===== src/rtl/fpse_defs.svh =====
// object indices, field layouts and timing counts for the fieldbus slave block
`ifndef FPSE_DEFS_SVH
`define FPSE_DEFS_SVH
`define FPSE_IDX_FAULT_CLASS  16'h1001
`define FPSE_IDX_RX_ASSIGN    16'h1C12
`define FPSE_IDX_TX_ASSIGN    16'h1C13
`define FPSE_IDX_FAULT_CODE   16'h603F
`define FPSE_IDX_RX_VARMAP    16'h1600
`define FPSE_IDX_TX_VARMAP    16'h1A00
`define FPSE_IDX_RX_FIX_LO    16'h1701
`define FPSE_IDX_RX_FIX_HI    16'h1705
`define FPSE_IDX_TX_FIX_LO    16'h1B01
`define FPSE_IDX_TX_FIX_HI    16'h1B04
`define FPSE_SUB_COUNT        8'h00
`define FPSE_SUB_FIRST        8'h01
`define FPSE_MAP_MAX          8'h0A
`define FPSE_ENT_IDX_HI       31
`define FPSE_ENT_IDX_LO       16
`define FPSE_ENT_SUB_HI       15
`define FPSE_ENT_SUB_LO       8
`define FPSE_ENT_LEN_HI       7
`define FPSE_ENT_LEN_LO       0
`define FPSE_LEN_8            8'h08
`define FPSE_LEN_16           8'h10
`define FPSE_LEN_32           8'h20
`define FPSE_CLS_COMMON       0
`define FPSE_CLS_CURRENT      1
`define FPSE_CLS_VOLTAGE      2
`define FPSE_CLS_TEMP         3
`define FPSE_CLS_COMM         4
`define FPSE_EMCY_BYTES       3'h6
`define FPSE_EMCY_RSVD_FIRST  3'h3
`define FPSE_RX_ASSIGN_RST    16'h1600
`define FPSE_TX_ASSIGN_RST    16'h1A00
`define FPSE_CLK_KHZ          20000
`define FPSE_BLINK_HALF_MS    168
`define FPSE_FLASH_HALF_MS    178
`endif


===== src/rtl/fpse_pkg.sv =====
// types shared by the fieldbus slave block
package fpse_pkg;
    typedef enum logic [3:0] {
        FPSE_ESM_INIT   = 4'h1,
        FPSE_ESM_PREOP  = 4'h2,
        FPSE_ESM_SAFEOP = 4'h4,
        FPSE_ESM_OP     = 4'h8
    } fpse_esm_t;
    typedef enum logic [3:0] {
        FPSE_SVC_EMCY     = 4'h1,
        FPSE_SVC_SDO_REQ  = 4'h2,
        FPSE_SVC_SDO_RSP  = 4'h3,
        FPSE_SVC_TXPDO    = 4'h4,
        FPSE_SVC_RXPDO    = 4'h5,
        FPSE_SVC_RTR_TX   = 4'h6,
        FPSE_SVC_RTR_RX   = 4'h7,
        FPSE_SVC_SDO_INFO = 4'h8
    } fpse_svc_t;
    typedef enum logic [1:0] {
        FPSE_EM_IDLE = 2'b00,
        FPSE_EM_LOAD = 2'b01,
        FPSE_EM_SEND = 2'b11
    } fpse_em_state_t;
endpackage


===== src/rtl/fpse_fifo.sv =====
// byte fifo with valid/ready on both sides
`timescale 1ns/1ns
`default_nettype none
module fpse_fifo #(
    parameter int WIDTH = 8,
    parameter int DEPTH = 32,
    parameter int AW    = $clog2(DEPTH)
) (
    // clock and reset
    input  wire logic             core_clk,
    input  wire logic             rst_n,
    // fill side
    input  wire logic             in_valid,
    output logic                  in_ready,
    input  wire logic [WIDTH-1:0] in_data,
    // drain side
    output logic                  out_valid,
    input  wire logic             out_ready,
    output logic      [WIDTH-1:0] out_data
);
    logic [WIDTH-1:0] mem [DEPTH];
    logic [AW:0]      wr_q;
    logic [AW:0]      rd_q;
    wire              full   = (wr_q[AW] != rd_q[AW]) && (wr_q[AW-1:0] == rd_q[AW-1:0]);
    wire              empty  = (wr_q == rd_q);
    wire              do_wr  = in_valid && !full;
    wire              do_rd  = out_ready && !empty;

    assign in_ready  = !full;
    assign out_valid = !empty;
    assign out_data  = mem[rd_q[AW-1:0]];

    always_ff @(posedge core_clk) begin
        if (do_wr) begin
            mem[wr_q[AW-1:0]] <= in_data;
        end
    end

    always_ff @(posedge core_clk) begin
        if (!rst_n) begin
            wr_q <= '0;
            rd_q <= '0;
        end else begin
            wr_q <= wr_q + (AW+1)'(do_wr);
            rd_q <= rd_q + (AW+1)'(do_rd);
        end
    end
endmodule
`default_nettype wire


===== src/rtl/fpse_top.sv =====
// fieldbus slave: pdo assignment, mapping, sync, indicators, emergency
//
// What this block and the master do
// (RULE1) rx assignment sub 1 holds one rx map: variable or fixed 1..5.
// (RULE2) tx assignment sub 1 holds one tx map: variable or fixed 1..4.
// (RULE3) mapping sub 0 holds entry count; data length within four bytes per entry.
// (RULE4) mapping entry is index, sub-index, length in one 32-bit word.
// (RULE5) entry length is in bits: 08h, 10h or 20h only.
// (RULE6) only emergency, sdo request/response, tx and rx pdo services supported.
// (RULE7) in dc mode the sync cycle follows the sync0 event.
// (RULE8) master picks dc cycles as multiples of 4/base, at least 600 us.
// (RULE9) link indicator dark without link, lit with link.
// (RULE10) run indicator off in init, steady on in operational.
// (RULE11) run blinks 50% at 336 ms in pre-op, flashes 178 ms in safe-op.
// (RULE12) every alarm sends an emergency with fault code and fault class.
// (RULE13) emergency is six bytes: code, class, three reserved bytes.
// (RULE14) each alarm number maps to a fixed fault code.
// (RULE15) fault class bits: common, current, voltage, temperature, communication.
// (RULE16) current, voltage and temperature codes set class bits 1, 2, 3.
// (RULE17) comm codes FF37h, FF38h, FF39h and FF40h set bit 4; other codes set bit 0.
// (RULE18) reserved bytes are zero; code and class update before sending.
// (RULE19) out-of-range assignment or mapping refused; previous value kept.
`timescale 1ns/1ns
`default_nettype none
`include "fpse_defs.svh"
module fpse_top #(
    parameter int BLINK_HALF_CYC = `FPSE_BLINK_HALF_MS * `FPSE_CLK_KHZ,
    parameter int FLASH_HALF_CYC = `FPSE_FLASH_HALF_MS * `FPSE_CLK_KHZ
) (
    // clock and reset
    input  wire logic        core_clk,
    input  wire logic        rst_n,
    // object dictionary access
    input  wire logic        od_wr,
    input  wire logic        od_rd,
    input  wire logic [15:0] od_index,
    input  wire logic [7:0]  od_subidx,
    input  wire logic [31:0] od_wdata,
    output logic      [31:0] od_rdata,
    output logic             od_ack,
    output logic             od_err,
    // mailbox service check
    input  wire logic        svc_valid,
    input  wire logic [3:0]  svc_type,
    output logic             svc_ok,
    // distributed clock
    input  wire logic        dc_mode,
    input  wire logic        sync0,
    output logic             sync_tick,
    output logic      [23:0] sync_period,
    // indicators
    input  wire logic        phy_link,
    input  wire logic [3:0]  esm_state,
    output logic             link_led,
    output logic             run_led,
    // alarms
    input  wire logic        alarm_valid,
    input  wire logic [5:0]  alarm_num,
    output logic             alarm_ready,
    // emergency byte stream
    output logic             emcy_valid,
    input  wire logic        emcy_ready,
    output logic      [7:0]  emcy_data,
    // active assignment
    output logic      [15:0] rx_assign,
    output logic      [15:0] tx_assign
);
    // ------------------------------------------------------------
    // alarm to fault code and fault class
    // ------------------------------------------------------------
    function automatic logic [15:0] alarm_code(input logic [5:0] n);
        case (n)
            6'd1:    alarm_code = 16'h2311;
            6'd2:    alarm_code = 16'h3210;
            6'd3:    alarm_code = 16'h3220;
            6'd4:    alarm_code = 16'h5210;
            6'd5:    alarm_code = 16'hFF05;
            6'd6:    alarm_code = 16'h3230;
            6'd7:    alarm_code = 16'h8400;
            6'd8:    alarm_code = 16'h2221;
            6'd9:    alarm_code = 16'h8611;
            6'd10:   alarm_code = 16'h7305;
            6'd11:   alarm_code = 16'hFF11;
            6'd12:   alarm_code = 16'h4210;
            6'd13:   alarm_code = 16'h3130;
            6'd14:   alarm_code = 16'hFF14;
            6'd16:   alarm_code = 16'hFF16;
            6'd17:   alarm_code = 16'hFF17;
            6'd18:   alarm_code = 16'hFF18;
            6'd19:   alarm_code = 16'hFF19;
            6'd20:   alarm_code = 16'hFF20;
            6'd23:   alarm_code = 16'h3331;
            6'd24:   alarm_code = 16'hFF24;
            6'd25:   alarm_code = 16'h4210;
            6'd26:   alarm_code = 16'hFF26;
            6'd27:   alarm_code = 16'hFF27;
            6'd28:   alarm_code = 16'h5530;
            6'd29:   alarm_code = 16'h2240;
            6'd30:   alarm_code = 16'h7121;
            6'd31:   alarm_code = 16'hFF31;
            6'd35:   alarm_code = 16'hFF35;
            6'd36:   alarm_code = 16'hFF36;
            6'd37:   alarm_code = 16'hFF37;
            6'd38:   alarm_code = 16'hFF38;
            6'd39:   alarm_code = 16'hFF39;
            6'd40:   alarm_code = 16'hFF40;
            default: alarm_code = 16'hFF00 | {10'h0, n};
        endcase
    endfunction

    function automatic logic [7:0] fault_class(input logic [15:0] c);
        fault_class = 8'h00;
        // (RULE16) current, voltage, temperature bits
        // (RULE17) comm bit 4, others bit 0
        case (c)
            16'h2311, 16'h3230, 16'h2221: fault_class[`FPSE_CLS_CURRENT] = 1'b1;
            16'h3130, 16'h3210, 16'h3220: fault_class[`FPSE_CLS_VOLTAGE] = 1'b1;
            16'h4210:                     fault_class[`FPSE_CLS_TEMP]    = 1'b1;
            16'hFF37, 16'hFF38, 16'hFF39, 16'hFF40: fault_class[`FPSE_CLS_COMM] = 1'b1;
            default:                      fault_class[`FPSE_CLS_COMMON]  = 1'b1;
        endcase
    endfunction

    // ------------------------------------------------------------
    // object access decode
    // ------------------------------------------------------------
    logic [31:0] rx_map_q [10];
    logic [31:0] tx_map_q [10];
    logic [7:0]  rx_cnt_q;
    logic [7:0]  tx_cnt_q;
    logic [15:0] rx_asg_q;
    logic [15:0] tx_asg_q;
    logic [15:0] fcode_q;
    logic [7:0]  fclass_q;
    logic [9:0]  rx_lenok;
    logic [9:0]  tx_lenok;

    wire         hit_rxa   = od_index == `FPSE_IDX_RX_ASSIGN;
    wire         hit_txa   = od_index == `FPSE_IDX_TX_ASSIGN;
    wire         hit_rxm   = od_index == `FPSE_IDX_RX_VARMAP;
    wire         hit_txm   = od_index == `FPSE_IDX_TX_VARMAP;
    wire         hit_fcl   = od_index == `FPSE_IDX_FAULT_CLASS;
    wire         hit_fco   = od_index == `FPSE_IDX_FAULT_CODE;
    wire         sub_cnt   = od_subidx == `FPSE_SUB_COUNT;
    wire         sub_ent   = od_subidx >= `FPSE_SUB_FIRST && od_subidx <= `FPSE_MAP_MAX;
    wire         sub_one   = od_subidx == `FPSE_SUB_FIRST;
    wire [3:0]   ent_i     = 4'(od_subidx - `FPSE_SUB_FIRST);
    wire [15:0]  wval      = od_wdata[15:0];
    wire [7:0]   wlen      = od_wdata[`FPSE_ENT_LEN_HI:`FPSE_ENT_LEN_LO];
    wire [7:0]   wcnt      = od_wdata[7:0];
    // (RULE1) rx map range
    wire         rx_asg_ok = wval == `FPSE_IDX_RX_VARMAP
                          || (wval >= `FPSE_IDX_RX_FIX_LO && wval <= `FPSE_IDX_RX_FIX_HI);
    // (RULE2) tx map range
    wire         tx_asg_ok = wval == `FPSE_IDX_TX_VARMAP
                          || (wval >= `FPSE_IDX_TX_FIX_LO && wval <= `FPSE_IDX_TX_FIX_HI);
    // (RULE5) legal bit lengths
    wire         len_ok    = wlen == `FPSE_LEN_8 || wlen == `FPSE_LEN_16 || wlen == `FPSE_LEN_32;
    // (RULE3) count in range, entries below it hold legal lengths
    wire [9:0]   cnt_need  = 10'((11'h1 << wcnt[3:0]) - 11'h1);
    wire         rx_cnt_ok = wcnt <= `FPSE_MAP_MAX && (rx_lenok & cnt_need) == cnt_need;
    wire         tx_cnt_ok = wcnt <= `FPSE_MAP_MAX && (tx_lenok & cnt_need) == cnt_need;

    // (RULE4) entry word layout checked by its length field
    for (genvar g = 0; g < 10; g++) begin : g_lenok
        assign rx_lenok[g] = rx_map_q[g][7:0] == `FPSE_LEN_8 || rx_map_q[g][7:0] == `FPSE_LEN_16
                          || rx_map_q[g][7:0] == `FPSE_LEN_32;
        assign tx_lenok[g] = tx_map_q[g][7:0] == `FPSE_LEN_8 || tx_map_q[g][7:0] == `FPSE_LEN_16
                          || tx_map_q[g][7:0] == `FPSE_LEN_32;
    end

    // (RULE19) refuse out-of-range writes, keep previous content
    wire wr_rxa = od_wr && hit_rxa && sub_one && rx_asg_ok;
    wire wr_txa = od_wr && hit_txa && sub_one && tx_asg_ok;
    wire wr_rxc = od_wr && hit_rxm && sub_cnt && rx_cnt_ok;
    wire wr_txc = od_wr && hit_txm && sub_cnt && tx_cnt_ok;
    wire wr_rxe = od_wr && hit_rxm && sub_ent && len_ok;
    wire wr_txe = od_wr && hit_txm && sub_ent && len_ok;
    wire wr_ok  = wr_rxa || wr_txa || wr_rxc || wr_txc || wr_rxe || wr_txe;
    wire rd_ok  = hit_fcl || hit_fco || ((hit_rxa || hit_txa) && (sub_cnt || sub_one))
               || ((hit_rxm || hit_txm) && (sub_cnt || sub_ent));
    wire [31:0] rd_val = hit_fcl ? {24'h0, fclass_q}
                       : hit_fco ? {16'h0, fcode_q}
                       : (hit_rxa && sub_one) ? {16'h0, rx_asg_q}
                       : (hit_txa && sub_one) ? {16'h0, tx_asg_q}
                       : (hit_rxa || hit_txa) ? 32'h0000_0001
                       : (hit_rxm && sub_cnt) ? {24'h0, rx_cnt_q}
                       : (hit_txm && sub_cnt) ? {24'h0, tx_cnt_q}
                       : (hit_rxm && sub_ent) ? rx_map_q[ent_i]
                       : (hit_txm && sub_ent) ? tx_map_q[ent_i]
                       : 32'h0000_0000;

    always_ff @(posedge core_clk) begin
        if (!rst_n) begin
            rx_asg_q <= `FPSE_RX_ASSIGN_RST;
            tx_asg_q <= `FPSE_TX_ASSIGN_RST;
            rx_cnt_q <= 8'h00;
            tx_cnt_q <= 8'h00;
            od_ack   <= 1'b0;
            od_err   <= 1'b0;
            od_rdata <= 32'h0000_0000;
            for (int i = 0; i < 10; i++) begin
                rx_map_q[i] <= 32'h0000_0000;
                tx_map_q[i] <= 32'h0000_0000;
            end
        end else begin
            od_ack <= od_wr || od_rd;
            od_err <= (od_wr && !wr_ok) || (od_rd && !od_wr && !rd_ok);
            if (od_rd && !od_wr) begin
                od_rdata <= rd_val;
            end
            if (wr_rxa) begin
                rx_asg_q <= wval;
            end
            if (wr_txa) begin
                tx_asg_q <= wval;
            end
            if (wr_rxc) begin
                rx_cnt_q <= wcnt;
            end
            if (wr_txc) begin
                tx_cnt_q <= wcnt;
            end
            if (wr_rxe) begin
                rx_map_q[ent_i] <= od_wdata;
            end
            if (wr_txe) begin
                tx_map_q[ent_i] <= od_wdata;
            end
        end
    end

    assign rx_assign = rx_asg_q;
    assign tx_assign = tx_asg_q;

    // ------------------------------------------------------------
    // mailbox services
    // ------------------------------------------------------------
    // (RULE6) supported service set
    assign svc_ok = svc_valid && svc_type >= fpse_pkg::FPSE_SVC_EMCY
                 && svc_type <= fpse_pkg::FPSE_SVC_RXPDO;

    // ------------------------------------------------------------
    // sync0 cycle
    // ------------------------------------------------------------
    logic [23:0] sync_cnt_q;
    logic        sync_tick_q;
    logic [23:0] sync_per_q;
    always_ff @(posedge core_clk) begin
        if (!rst_n) begin
            sync_cnt_q  <= 24'h00_0000;
            sync_per_q  <= 24'h00_0000;
            sync_tick_q <= 1'b0;
        end else begin
            // (RULE7) cycle taken from sync0 in dc mode
            sync_tick_q <= dc_mode && sync0;
            if (dc_mode && sync0) begin
                sync_per_q <= sync_cnt_q + 24'h00_0001;
                sync_cnt_q <= 24'h00_0000;
            end else if (dc_mode && sync_cnt_q != 24'hFF_FFFF) begin
                sync_cnt_q <= sync_cnt_q + 24'h00_0001;
            end
        end
    end
    assign sync_tick   = sync_tick_q;
    assign sync_period = sync_per_q;

    // ------------------------------------------------------------
    // indicators
    // ------------------------------------------------------------
    logic [22:0] led_cnt_q;
    logic        run_q;
    logic        link_q;
    wire         st_pre  = esm_state == fpse_pkg::FPSE_ESM_PREOP;
    wire         st_safe = esm_state == fpse_pkg::FPSE_ESM_SAFEOP;
    wire [22:0]  half    = st_pre ? 23'(BLINK_HALF_CYC - 1) : 23'(FLASH_HALF_CYC - 1);
    wire         blinky  = st_pre || st_safe;
    wire         wrap    = led_cnt_q >= half;
    always_ff @(posedge core_clk) begin
        if (!rst_n) begin
            led_cnt_q <= 23'h00_0000;
            run_q     <= 1'b0;
            link_q    <= 1'b0;
        end else begin
            // (RULE9) link lamp follows phy
            link_q <= phy_link;
            // (RULE11) blink and flash timing
            led_cnt_q <= (!blinky || wrap) ? 23'h00_0000 : led_cnt_q + 23'h00_0001;
            if (blinky) begin
                run_q <= wrap ? !run_q : run_q;
            end else begin
                // (RULE10) steady off or on
                run_q <= esm_state == fpse_pkg::FPSE_ESM_OP;
            end
        end
    end
    assign link_led = link_q;
    assign run_led  = run_q;

    // ------------------------------------------------------------
    // emergency generation
    // ------------------------------------------------------------
    fpse_pkg::fpse_em_state_t em_q;
    logic [2:0]  byte_q;
    logic        push;
    logic        push_rdy;
    logic [7:0]  push_data;
    assign alarm_ready = em_q == fpse_pkg::FPSE_EM_IDLE;
    assign push        = em_q == fpse_pkg::FPSE_EM_SEND;
    // (RULE13) byte order of the message
    // (RULE18) reserved bytes zero
    assign push_data = byte_q == 3'h0 ? fcode_q[7:0]
                     : byte_q == 3'h1 ? fcode_q[15:8]
                     : byte_q == 3'h2 ? fclass_q
                     : 8'h00;

    always_ff @(posedge core_clk) begin
        if (!rst_n) begin
            em_q     <= fpse_pkg::FPSE_EM_IDLE;
            byte_q   <= 3'h0;
            fcode_q  <= 16'h0000;
            fclass_q <= 8'h00;
        end else begin
            case (em_q)
                fpse_pkg::FPSE_EM_IDLE: begin
                    // (RULE12) alarm starts an emergency
                    if (alarm_valid) begin
                        // (RULE14) fixed alarm code
                        fcode_q <= alarm_code(alarm_num);
                        em_q    <= fpse_pkg::FPSE_EM_LOAD;
                    end
                end
                fpse_pkg::FPSE_EM_LOAD: begin
                    // (RULE15) class from the stored code
                    fclass_q <= fault_class(fcode_q);
                    byte_q   <= 3'h0;
                    em_q     <= fpse_pkg::FPSE_EM_SEND;
                end
                fpse_pkg::FPSE_EM_SEND: begin
                    if (push_rdy) begin
                        byte_q <= byte_q + 3'h1;
                        if (byte_q == `FPSE_EMCY_BYTES - 3'h1) begin
                            em_q <= fpse_pkg::FPSE_EM_IDLE;
                        end
                    end
                end
                default: em_q <= fpse_pkg::FPSE_EM_IDLE;
            endcase
        end
    end

    fpse_fifo #(
        .WIDTH (8),
        .DEPTH (32)
    ) u_emcy_fifo (
        .core_clk  (core_clk),
        .rst_n     (rst_n),
        .in_valid  (push),
        .in_ready  (push_rdy),
        .in_data   (push_data),
        .out_valid (emcy_valid),
        .out_ready (emcy_ready),
        .out_data  (emcy_data)
    );

    // ------------------------------------------------------------
    // checks
    // ------------------------------------------------------------
    a_link_follow: assert property (@(posedge core_clk) disable iff (!rst_n) // (RULE9)
        phy_link |=> link_led) else $error("link lamp not lit");
    a_run_init_off: assert property (@(posedge core_clk) disable iff (!rst_n) // (RULE10)
        esm_state == fpse_pkg::FPSE_ESM_INIT |=> !run_led) else $error("run lamp lit in init");
    a_run_blink_hold: assert property (@(posedge core_clk) disable iff (!rst_n) // (RULE11)
        (st_pre && $past(st_pre) && led_cnt_q < 23'(BLINK_HALF_CYC - 1)) |=> $stable(run_led))
        else $error("run lamp toggled early");
    a_rx_asg_keep: assert property (@(posedge core_clk) disable iff (!rst_n) // (RULE19)
        (od_wr && hit_rxa && sub_one && !rx_asg_ok) |=> (od_err && $stable(rx_assign)))
        else $error("bad rx assignment taken");
    a_tx_asg_take: assert property (@(posedge core_clk) disable iff (!rst_n) // (RULE2)
        (od_wr && hit_txa && sub_one && tx_asg_ok) |=> (!od_err && tx_assign == $past(wval)))
        else $error("tx assignment not taken");
    a_map_len_bad: assert property (@(posedge core_clk) disable iff (!rst_n) // (RULE5)
        (od_wr && hit_rxm && sub_ent && !len_ok) |=> od_err) else $error("bad length accepted");
    a_svc_refuse: assert property (@(posedge core_clk) disable iff (!rst_n) // (RULE6)
        (svc_type == fpse_pkg::FPSE_SVC_SDO_INFO) |-> !svc_ok) else $error("sdo info accepted");
    a_sync_tick: assert property (@(posedge core_clk) disable iff (!rst_n) // (RULE7)
        (dc_mode && sync0) |=> sync_tick) else $error("sync0 tick missing");
    a_emcy_rsvd_zero: assert property (@(posedge core_clk) disable iff (!rst_n) // (RULE18)
        (push && byte_q >= `FPSE_EMCY_RSVD_FIRST) |-> push_data == 8'h00)
        else $error("reserved byte not zero");
    a_emcy_start: assert property (@(posedge core_clk) disable iff (!rst_n) // (RULE12)
        (alarm_valid && alarm_ready) |=> ##1 (push && byte_q == 3'h0
            && push_data == fcode_q[7:0])) else $error("emergency not started");
    a_class_comm: assert property (@(posedge core_clk) disable iff (!rst_n) // (RULE17)
        (push && fcode_q inside {16'hFF37, 16'hFF38, 16'hFF39, 16'hFF40}) |-> fclass_q == 8'h10)
        else $error("comm class wrong");
endmodule
`default_nettype wire


===== config.mk =====
export PLATFORM = sky130hd
export DESIGN_NAME = fpse_top
export DESIGN_NICKNAME = d
export VERILOG_FILES = /design/src/rtl/fpse_pkg.sv /design/src/rtl/fpse_fifo.sv /design/src/rtl/fpse_top.sv
export VERILOG_INCLUDE_DIRS = /design/src /design/src/rtl
export SDC_FILE = /design/constraint.sdc
export NUM_CORES = 2
export LEC_CHECK = 0
export BUFFER_PORTS_ARGS = -buffer_cell sky130_fd_sc_hd__clkbuf_2
export CORE_MARGIN = 2
export CORE_UTILIZATION = 55
export DETAILED_ROUTE_END_ITERATION = 10
export PLACE_DENSITY = 0.75
export RECOVER_POWER = 100
export SLEW_MARGIN = 15
export SYNTH_ARGS = -nofsm -noshare
export SYNTH_HDL_FRONTEND = slang
export SYNTH_HIERARCHICAL = 1
export SYNTH_SLANG_ARGS = --single-unit

===== constraint.sdc =====
create_clock -name core_clk -period 7.22 [get_ports core_clk]
set_input_delay 1.083 -clock core_clk [delete_from_list [all_inputs] [get_ports core_clk]]
set_output_delay 1.083 -clock core_clk [all_outputs]
set_load 0.05 [all_outputs]

== After elaboration in Yosys (flattened, before gate mapping) ==
Memory sizes are Yosys's and may differ from the RTL's. A register that Yosys moved wholly into a read port is not among the register bits.
Cells that the tools add are included.

* Output and inout bits: 104
* Memories: 3
* Bits in registers: 194
* RAM bits: 896

{| class="wikitable"
|+ Memory list
! memory !! depth !! width !! read ports !! clocked after Yosys merged registers in !! write ports !! line !! RTL
|-
| rx_map_q || 10 || 32 || 11 || 0 || 10 || fpse_top.sv:127 || <nowiki>logic [31:0] rx_map_q [10];</nowiki>
|-
| tx_map_q || 10 || 32 || 11 || 0 || 10 || fpse_top.sv:128 || <nowiki>logic [31:0] tx_map_q [10];</nowiki>
|-
| u_emcy_fifo.mem || 32 || 8 || 1 || 1 || 1 || fpse_fifo.sv:21 || <nowiki>logic [WIDTH-1:0] mem [DEPTH];</nowiki>
|}

* Reduce and logical (&&, ||, !) cells: 122
* Bitwise operators: 3
* Mux-type cells: 43
* Shift-type cells: 1
* Eq/ne operators: 135
* $lt $le $gt $ge: 10
* $add $sub $neg: 7

{| class="wikitable"
|+ Operators by type and width
! cell !! count
|-
| 16-bit case mux with 33 select lines || 1
|-
| 32-bit two-way mux || 11
|-
| 8-bit by 4-bit == test with 1-bit output, second input constant || 21
|-
| 8-bit by 5-bit == test with 1-bit output, second input constant || 21
|-
| 8-bit by 6-bit == test with 1-bit output, second input constant || 21
|-
| 16-bit by 13-bit == test with 1-bit output, second input constant || 7
|-
| 16-bit by 14-bit == test with 1-bit output, second input constant || 6
|-
| 6-bit by 5-bit == test with 1-bit output, second input constant || 14
|-
| 16-bit == test, second input constant || 4
|-
| 32-bit OR reduction || 2
|-
| 1-bit logical OR || 60
|-
| 6-bit by 4-bit == test with 1-bit output, second input constant || 7
|-
| 1-bit logical AND || 39
|-
| 6-bit == test, second input constant || 6
|-
| 16-bit by 15-bit == test with 1-bit output, second input constant || 2
|-
| 16-bit by 13-bit greater-or-equal comparator with 1-bit output, second input constant || 2
|-
| 16-bit by 13-bit less-or-equal comparator with 1-bit output, second input constant || 2
|-
| 24-bit by 1-bit adder with 24-bit output, second input constant || 1
|-
| 6-bit by 3-bit == test with 1-bit output, second input constant || 4
|-
| 24-bit != test, second input constant || 1
|-
| 23-bit by 1-bit adder with 23-bit output, second input constant || 1
|-
| 23-bit by 22-bit greater-or-equal comparator with 1-bit output || 1
|-
| 10-bit AND || 2
|-
| 10-bit == test || 2
|-
| other kinds (46) || 83
|}

== Logic depth before layout (Yosys ltp) ==
An unclocked memory read counts as a cell.

* Depth after elaboration: 15
* Mapped depth: 17
* Depth with buffers taken out: 11

== Hierarchy ==
Netlist, hierarchy kept.

{| class="wikitable"
|+ Modules (own cells, without submodules)
! module !! area an instance (um^2) !! sequential area each (um^2) !! cells an instance !! times used
|-
| fpse_top || 51445.6 || 34373.0 || 3510 || 1
|-
| fpse_fifo || 10633.9 || 7927.6 || 545 || 1
|}

== Worst setup path after synthesis ==
No wires, ideal clock.

* Path kind: input -> register
* Start: in od_subidx[0]
* End: mem tx_map_q[12][0], enable pin
* Slack: -319 ps
* Arrival time: 7037 ps
* Required time: 6719 ps
* Stages on the path: 13
* Setup time: 501 ps
* Cells stage by stage: clkbuf_1 buf_2 buf_2 clkbuf_1 inv_1 ha_1 clkbuf_1 clkbuf_1 buf_2 buf_1 clkbuf_1 nand2_1 nor4_1

{| class="wikitable"
|+ RTL lines
! element !! line !! RTL
|-
| start: declaration || fpse_top.sv:37 || <nowiki>input wire logic [7:0] od_subidx,</nowiki>
|-
| end: declaration || fpse_top.sv:128 ||
|}

==> results.py <==
metrics = {
    "die": {
        "die_w_um": 340.0,
        "die_h_um": 340.0,
        "io_pins": 184,
        "start_util_pct": 55.33,
        "rows": 123,
        "die-area_um2": 115600,
        "coreArea_um2": 112200,
    },
    "worst_setup_path": {
        "cp.required_ns": 7.20,
        "worstSetupEndpointType": "flip-flop",
        "crit-reg2reg-launch": "byte_q[1]",
        "ff2ff_setup_slack_ns": 3.28,
        "crit_family": "simple AND/OR/NAND/NOR gates",
        "crit_fanout": 50,
        "start_kind": "input port",
        "r2r-end": "u_emcy_fifo/mem[6][3]",
        "crit_slowest_cell": "ha_1",
        "setup.worst_path.class": "in2reg",
        "cp_cell_sequence": "buf_8 -> inv_1 -> ha_1 -> nor2_1 -> nand3_2 -> buf_4 -> nand2_1",
        "arrival_ns": 6.02,
        "cpPeakStageDelay_ns": 1.62,
        "path_buf_inv": 3,
        "rr_worst_depth": 5,
    },
    "timing": {
        "fmaxAchievable_ghz": 0.1655,
        "finalSetupViolCount": 0,
        "grt_setup_unrepaired": "false",
        "skew_ns": 0.02624,
        "slew_headroom_pct": -78.52,
        "layout_setup_ws_ns": 1.176,
        "hold_viol_final": 0,
        "finalMaxSlewViolations": 973,
        "fin_tns_setup_ns": 0,
        "worst_slew_pin_slew_ns": 2.678,
        "post-route-min-period_ns": 6.044,
        "layout_worst_path_cycle_share_pct": 83.71,
    },
    "cells_and_area": {
        "layout_commonest_cell": "edfxtp_1",
        "fill_cells": 8022,
        "antenna_cells": 0,
        "nNetsFinal": 4520,
        "final_cell_mix": "1280 x edfxtp_1, 675 x nor2_1, 361 x mux4_2, 202 x nand2_1, 192 x dfxtp_1",
        "area_growth_pct": 12.57,
        "layout-drive-gt1-share_pct": 16.67,
    },
    "clock_network": {
        "cts_setup_buffers": 0,
        "cts-root-buf": "clkbuf_16",
        "cts.htree.levels": 4,
        "clkTransAtPathRegs_ns": 0.06,
        "hold_buffers": 0,
        "clkLatencyLatePin_ns": 0.77,
        "cts-resized-gates": 0,
        "cts_made_buffers": 150,
        "cts_tree": "built",
        "cts_max_path_buffers": 3,
        "cts_sinks": 1473,
    },
    "power": {
        "power_switching_mw": 4.090,
        "ir_drop_mv": 0.2452,
        "power.share.sequential_pct": 51.9,
        "swShare_pct": 22.16,
        "p_int_mw": 14.37,
        "power_frac_clock_pct": 41.7,
        "combinationalPowerShare_pct": 6.4,
        "p_per_area_nw_per_um2": 264.1,
        "p_leak_nw": 22.23,
    },
    "worst_hold_path": {
        "holdPathStages": 2,
        "hold_path_class": "reg2reg",
        "min_from": "sync_period[22]",
        "min_delay_worst_endpoint": "sync_period[22]",
    },
    "logic_synthesis": {
        "ys.warnings.count": 6,
        "synth-edff-count": 1280,
        "synth-async-reset-ratio_pct": 0,
        "syn_inst": 4055,
        "ys_ff_latch": 1473,
        "syn_avg_cell_area_um2": 15.31,
        "ys.flop_type": "edfxtp_1",
        "netlist_area_um2": 62080,
        "yosysSeqAreaShare_pct": 68.14,
        "synth.distinct_cells": 85,
    },
    "detailed_routing": {
        "drcViolationCount": 0,
        "wl_mm": 158.9,
        "dr_total_vias": 37780,
        "wl_per_cell_um": 26.30,
        "drt_iter0_markers": 5390,
        "antenna_left": 0,
        "viasPerCell": 6.254,
        "drt_pre_antenna_iters": 8,
    },
    "grt": {
        "grt_util_met3_pct": 5.591,
        "grt_pass1_wl_mm": 235.2,
        "grt_usage_pct": 27.42,
        "antenna_found_initial": 0,
        "grt_util_met2_pct": 43.05,
        "grt_pass1_vias": 36950,
        "grt_overflow": 0,
        "met1_usage_pct": 38.40,
        "grt_max_degree": 103,
        "top_usage_layer": "met2",
    },
    "placed_design": {
        "io_buffers": 183,
        "place_hpwl_mm": 96.18,
        "pre_cts_slack_ns": 1.866,
        "gp_congestion": 0.9315,
    },
    "run": {
        "cap_violations": 30,
    },
    "run_status": {
        "violations": "max-capacitance violations, max-slew violations",
        "status": "finished with violations",
    },
}
## tightest hold or removal path, cell delays in order (launching register included)
cell     delay [ns]
dfxtp_1        0.32
nand2_1        0.05
o21ai_0        0.05
## registers in the layout (all words and copies together) (netlist names), 2 cells and up
name,count
rx_map_q,512
tx_map_q,512
u_emcy_fifo/mem,256
od_rdata,32
sync_cnt_q,24
sync_period,24
led_cnt_q,23
rx_assign,16
tx_assign,16
fcode_q,15
rx_cnt_q,8
tx_cnt_q,8
u_emcy_fifo/rd_q,6
u_emcy_fifo/wr_q,6
fclass_q,5
byte_q,3
em_q,2
## logic make-up after synthesis
group	count (synthesis)	synth area share (%)
flip-flops	1473	68.14
AND/OR/NAND/NOR	1235	8.971
multiplexers	431	14.29
AO/OA/AOI/OAI	415	4.267
buffers and inverters	377	2.455
XOR/XNOR	101	1.425
adder cells (fa/ha/maj)	22	0.4434
other	1	0.006041
## synthesized netlist by cell type (19+ instances only)
cell type	n	area, um2
nand2_1	197	739.5
edfxtp_1	1280	38440
o21ai_0	123	615.6
dfxtp_1	193	3864
or4_1	24	180.2
mux4_2	361	8130
inv_1	136	510.5
mux2i_1	60	600.6
ha_1	22	275.3
xor2_1	68	595.6
buf_2	32	160.2
buf_1	43	161.4
and2_1	40	250.2
nor3_1	77	385.4
a22oi_1	32	240.2
nand3_1	51	255.2
clkbuf_1	152	570.6
nor2_1	677	2541
a21oi_1	87	435.4
o22ai_1	56	350.3
xnor2_1	33	289.0
nand4_1	25	156.4
and3_1	19	118.9
## power groups by stage
stage | clock network (mW) | registers [mW] | logic (mW)
after floorplan | 0 | 9.69 | 0.811
after global placement | 0 | 9.73 | 1.16
after detailed placement | 0 | 9.74 | 1.18
after CTS | 7.77 | 9.56 | 1.18
after global routing | 8.10 | 9.59 | 1.24
final | 7.70 | 9.58 | 1.18
## worst max path at each step
stage	from	to	slack (ns)	cells after the start
4_1_cts	u_emcy_fifo/rd_q[0]	emcy_data[4]	2.24	5
2_1_floorplan	od_subidx[0]	tx_map_q[9][0]	0.50	14
6_report	od_subidx[0]	tx_map_q[6][22]	1.18	7
3_5_place_dp	od_subidx[0]	tx_map_q[4][23]	1.87	11
5_1_grt	od_subidx[0]	tx_map_q[6][20]	1.08	7
3_3_place_gp	od_subidx[0]	rx_map_q[7][2]	1.95	11
## area by class of cell
class | instances | area [um2] | share of cell area, %
clock buffers | 195 | 4131 | 5.912
well taps | 1500 | 1877 | 2.686
inverters | 140 | 525.5 | 0.7520
multi-input cells | 2365 | 18890 | 27.03
clock inverters | 81 | 735.7 | 1.053
flip-flops and latches | 1473 | 42300 | 60.54
repair buffers | 288 | 1416 | 2.027
## through the flow
| step | instances | instance area, um2 | utilization, % | hold slack (ns) | power [mW] |
|---|---|---|---|---|---|
| floorplan | 4215 | 62690 | - | 0.4301 | 10.50 |
| global placement | 5766 | 65580 | 58.45 | 0.4377 | 10.89 |
| detailed placement | 5766 | 65580 | 58.45 | 0.4464 | 10.92 |
| CTS | 6042 | 70440 | 62.79 | 0.4603 | 18.52 |
| global route | 6042 | 69880 | 62.29 | 0.4876 | 18.93 |
| finish | 6042 | 69880 | 62.29 | 0.4559 | 18.46 |
## per-layer routing
metal	part of all wire [%]	wire length, um	up-vias
met5	0	0	-
met4	3.7	5834	0
met3	12	18580	351
met2	47	74560	2444
met1	38	59900	18890
li1	-	-	16100
Note: power is estimated with default switching activity, not from simulation.
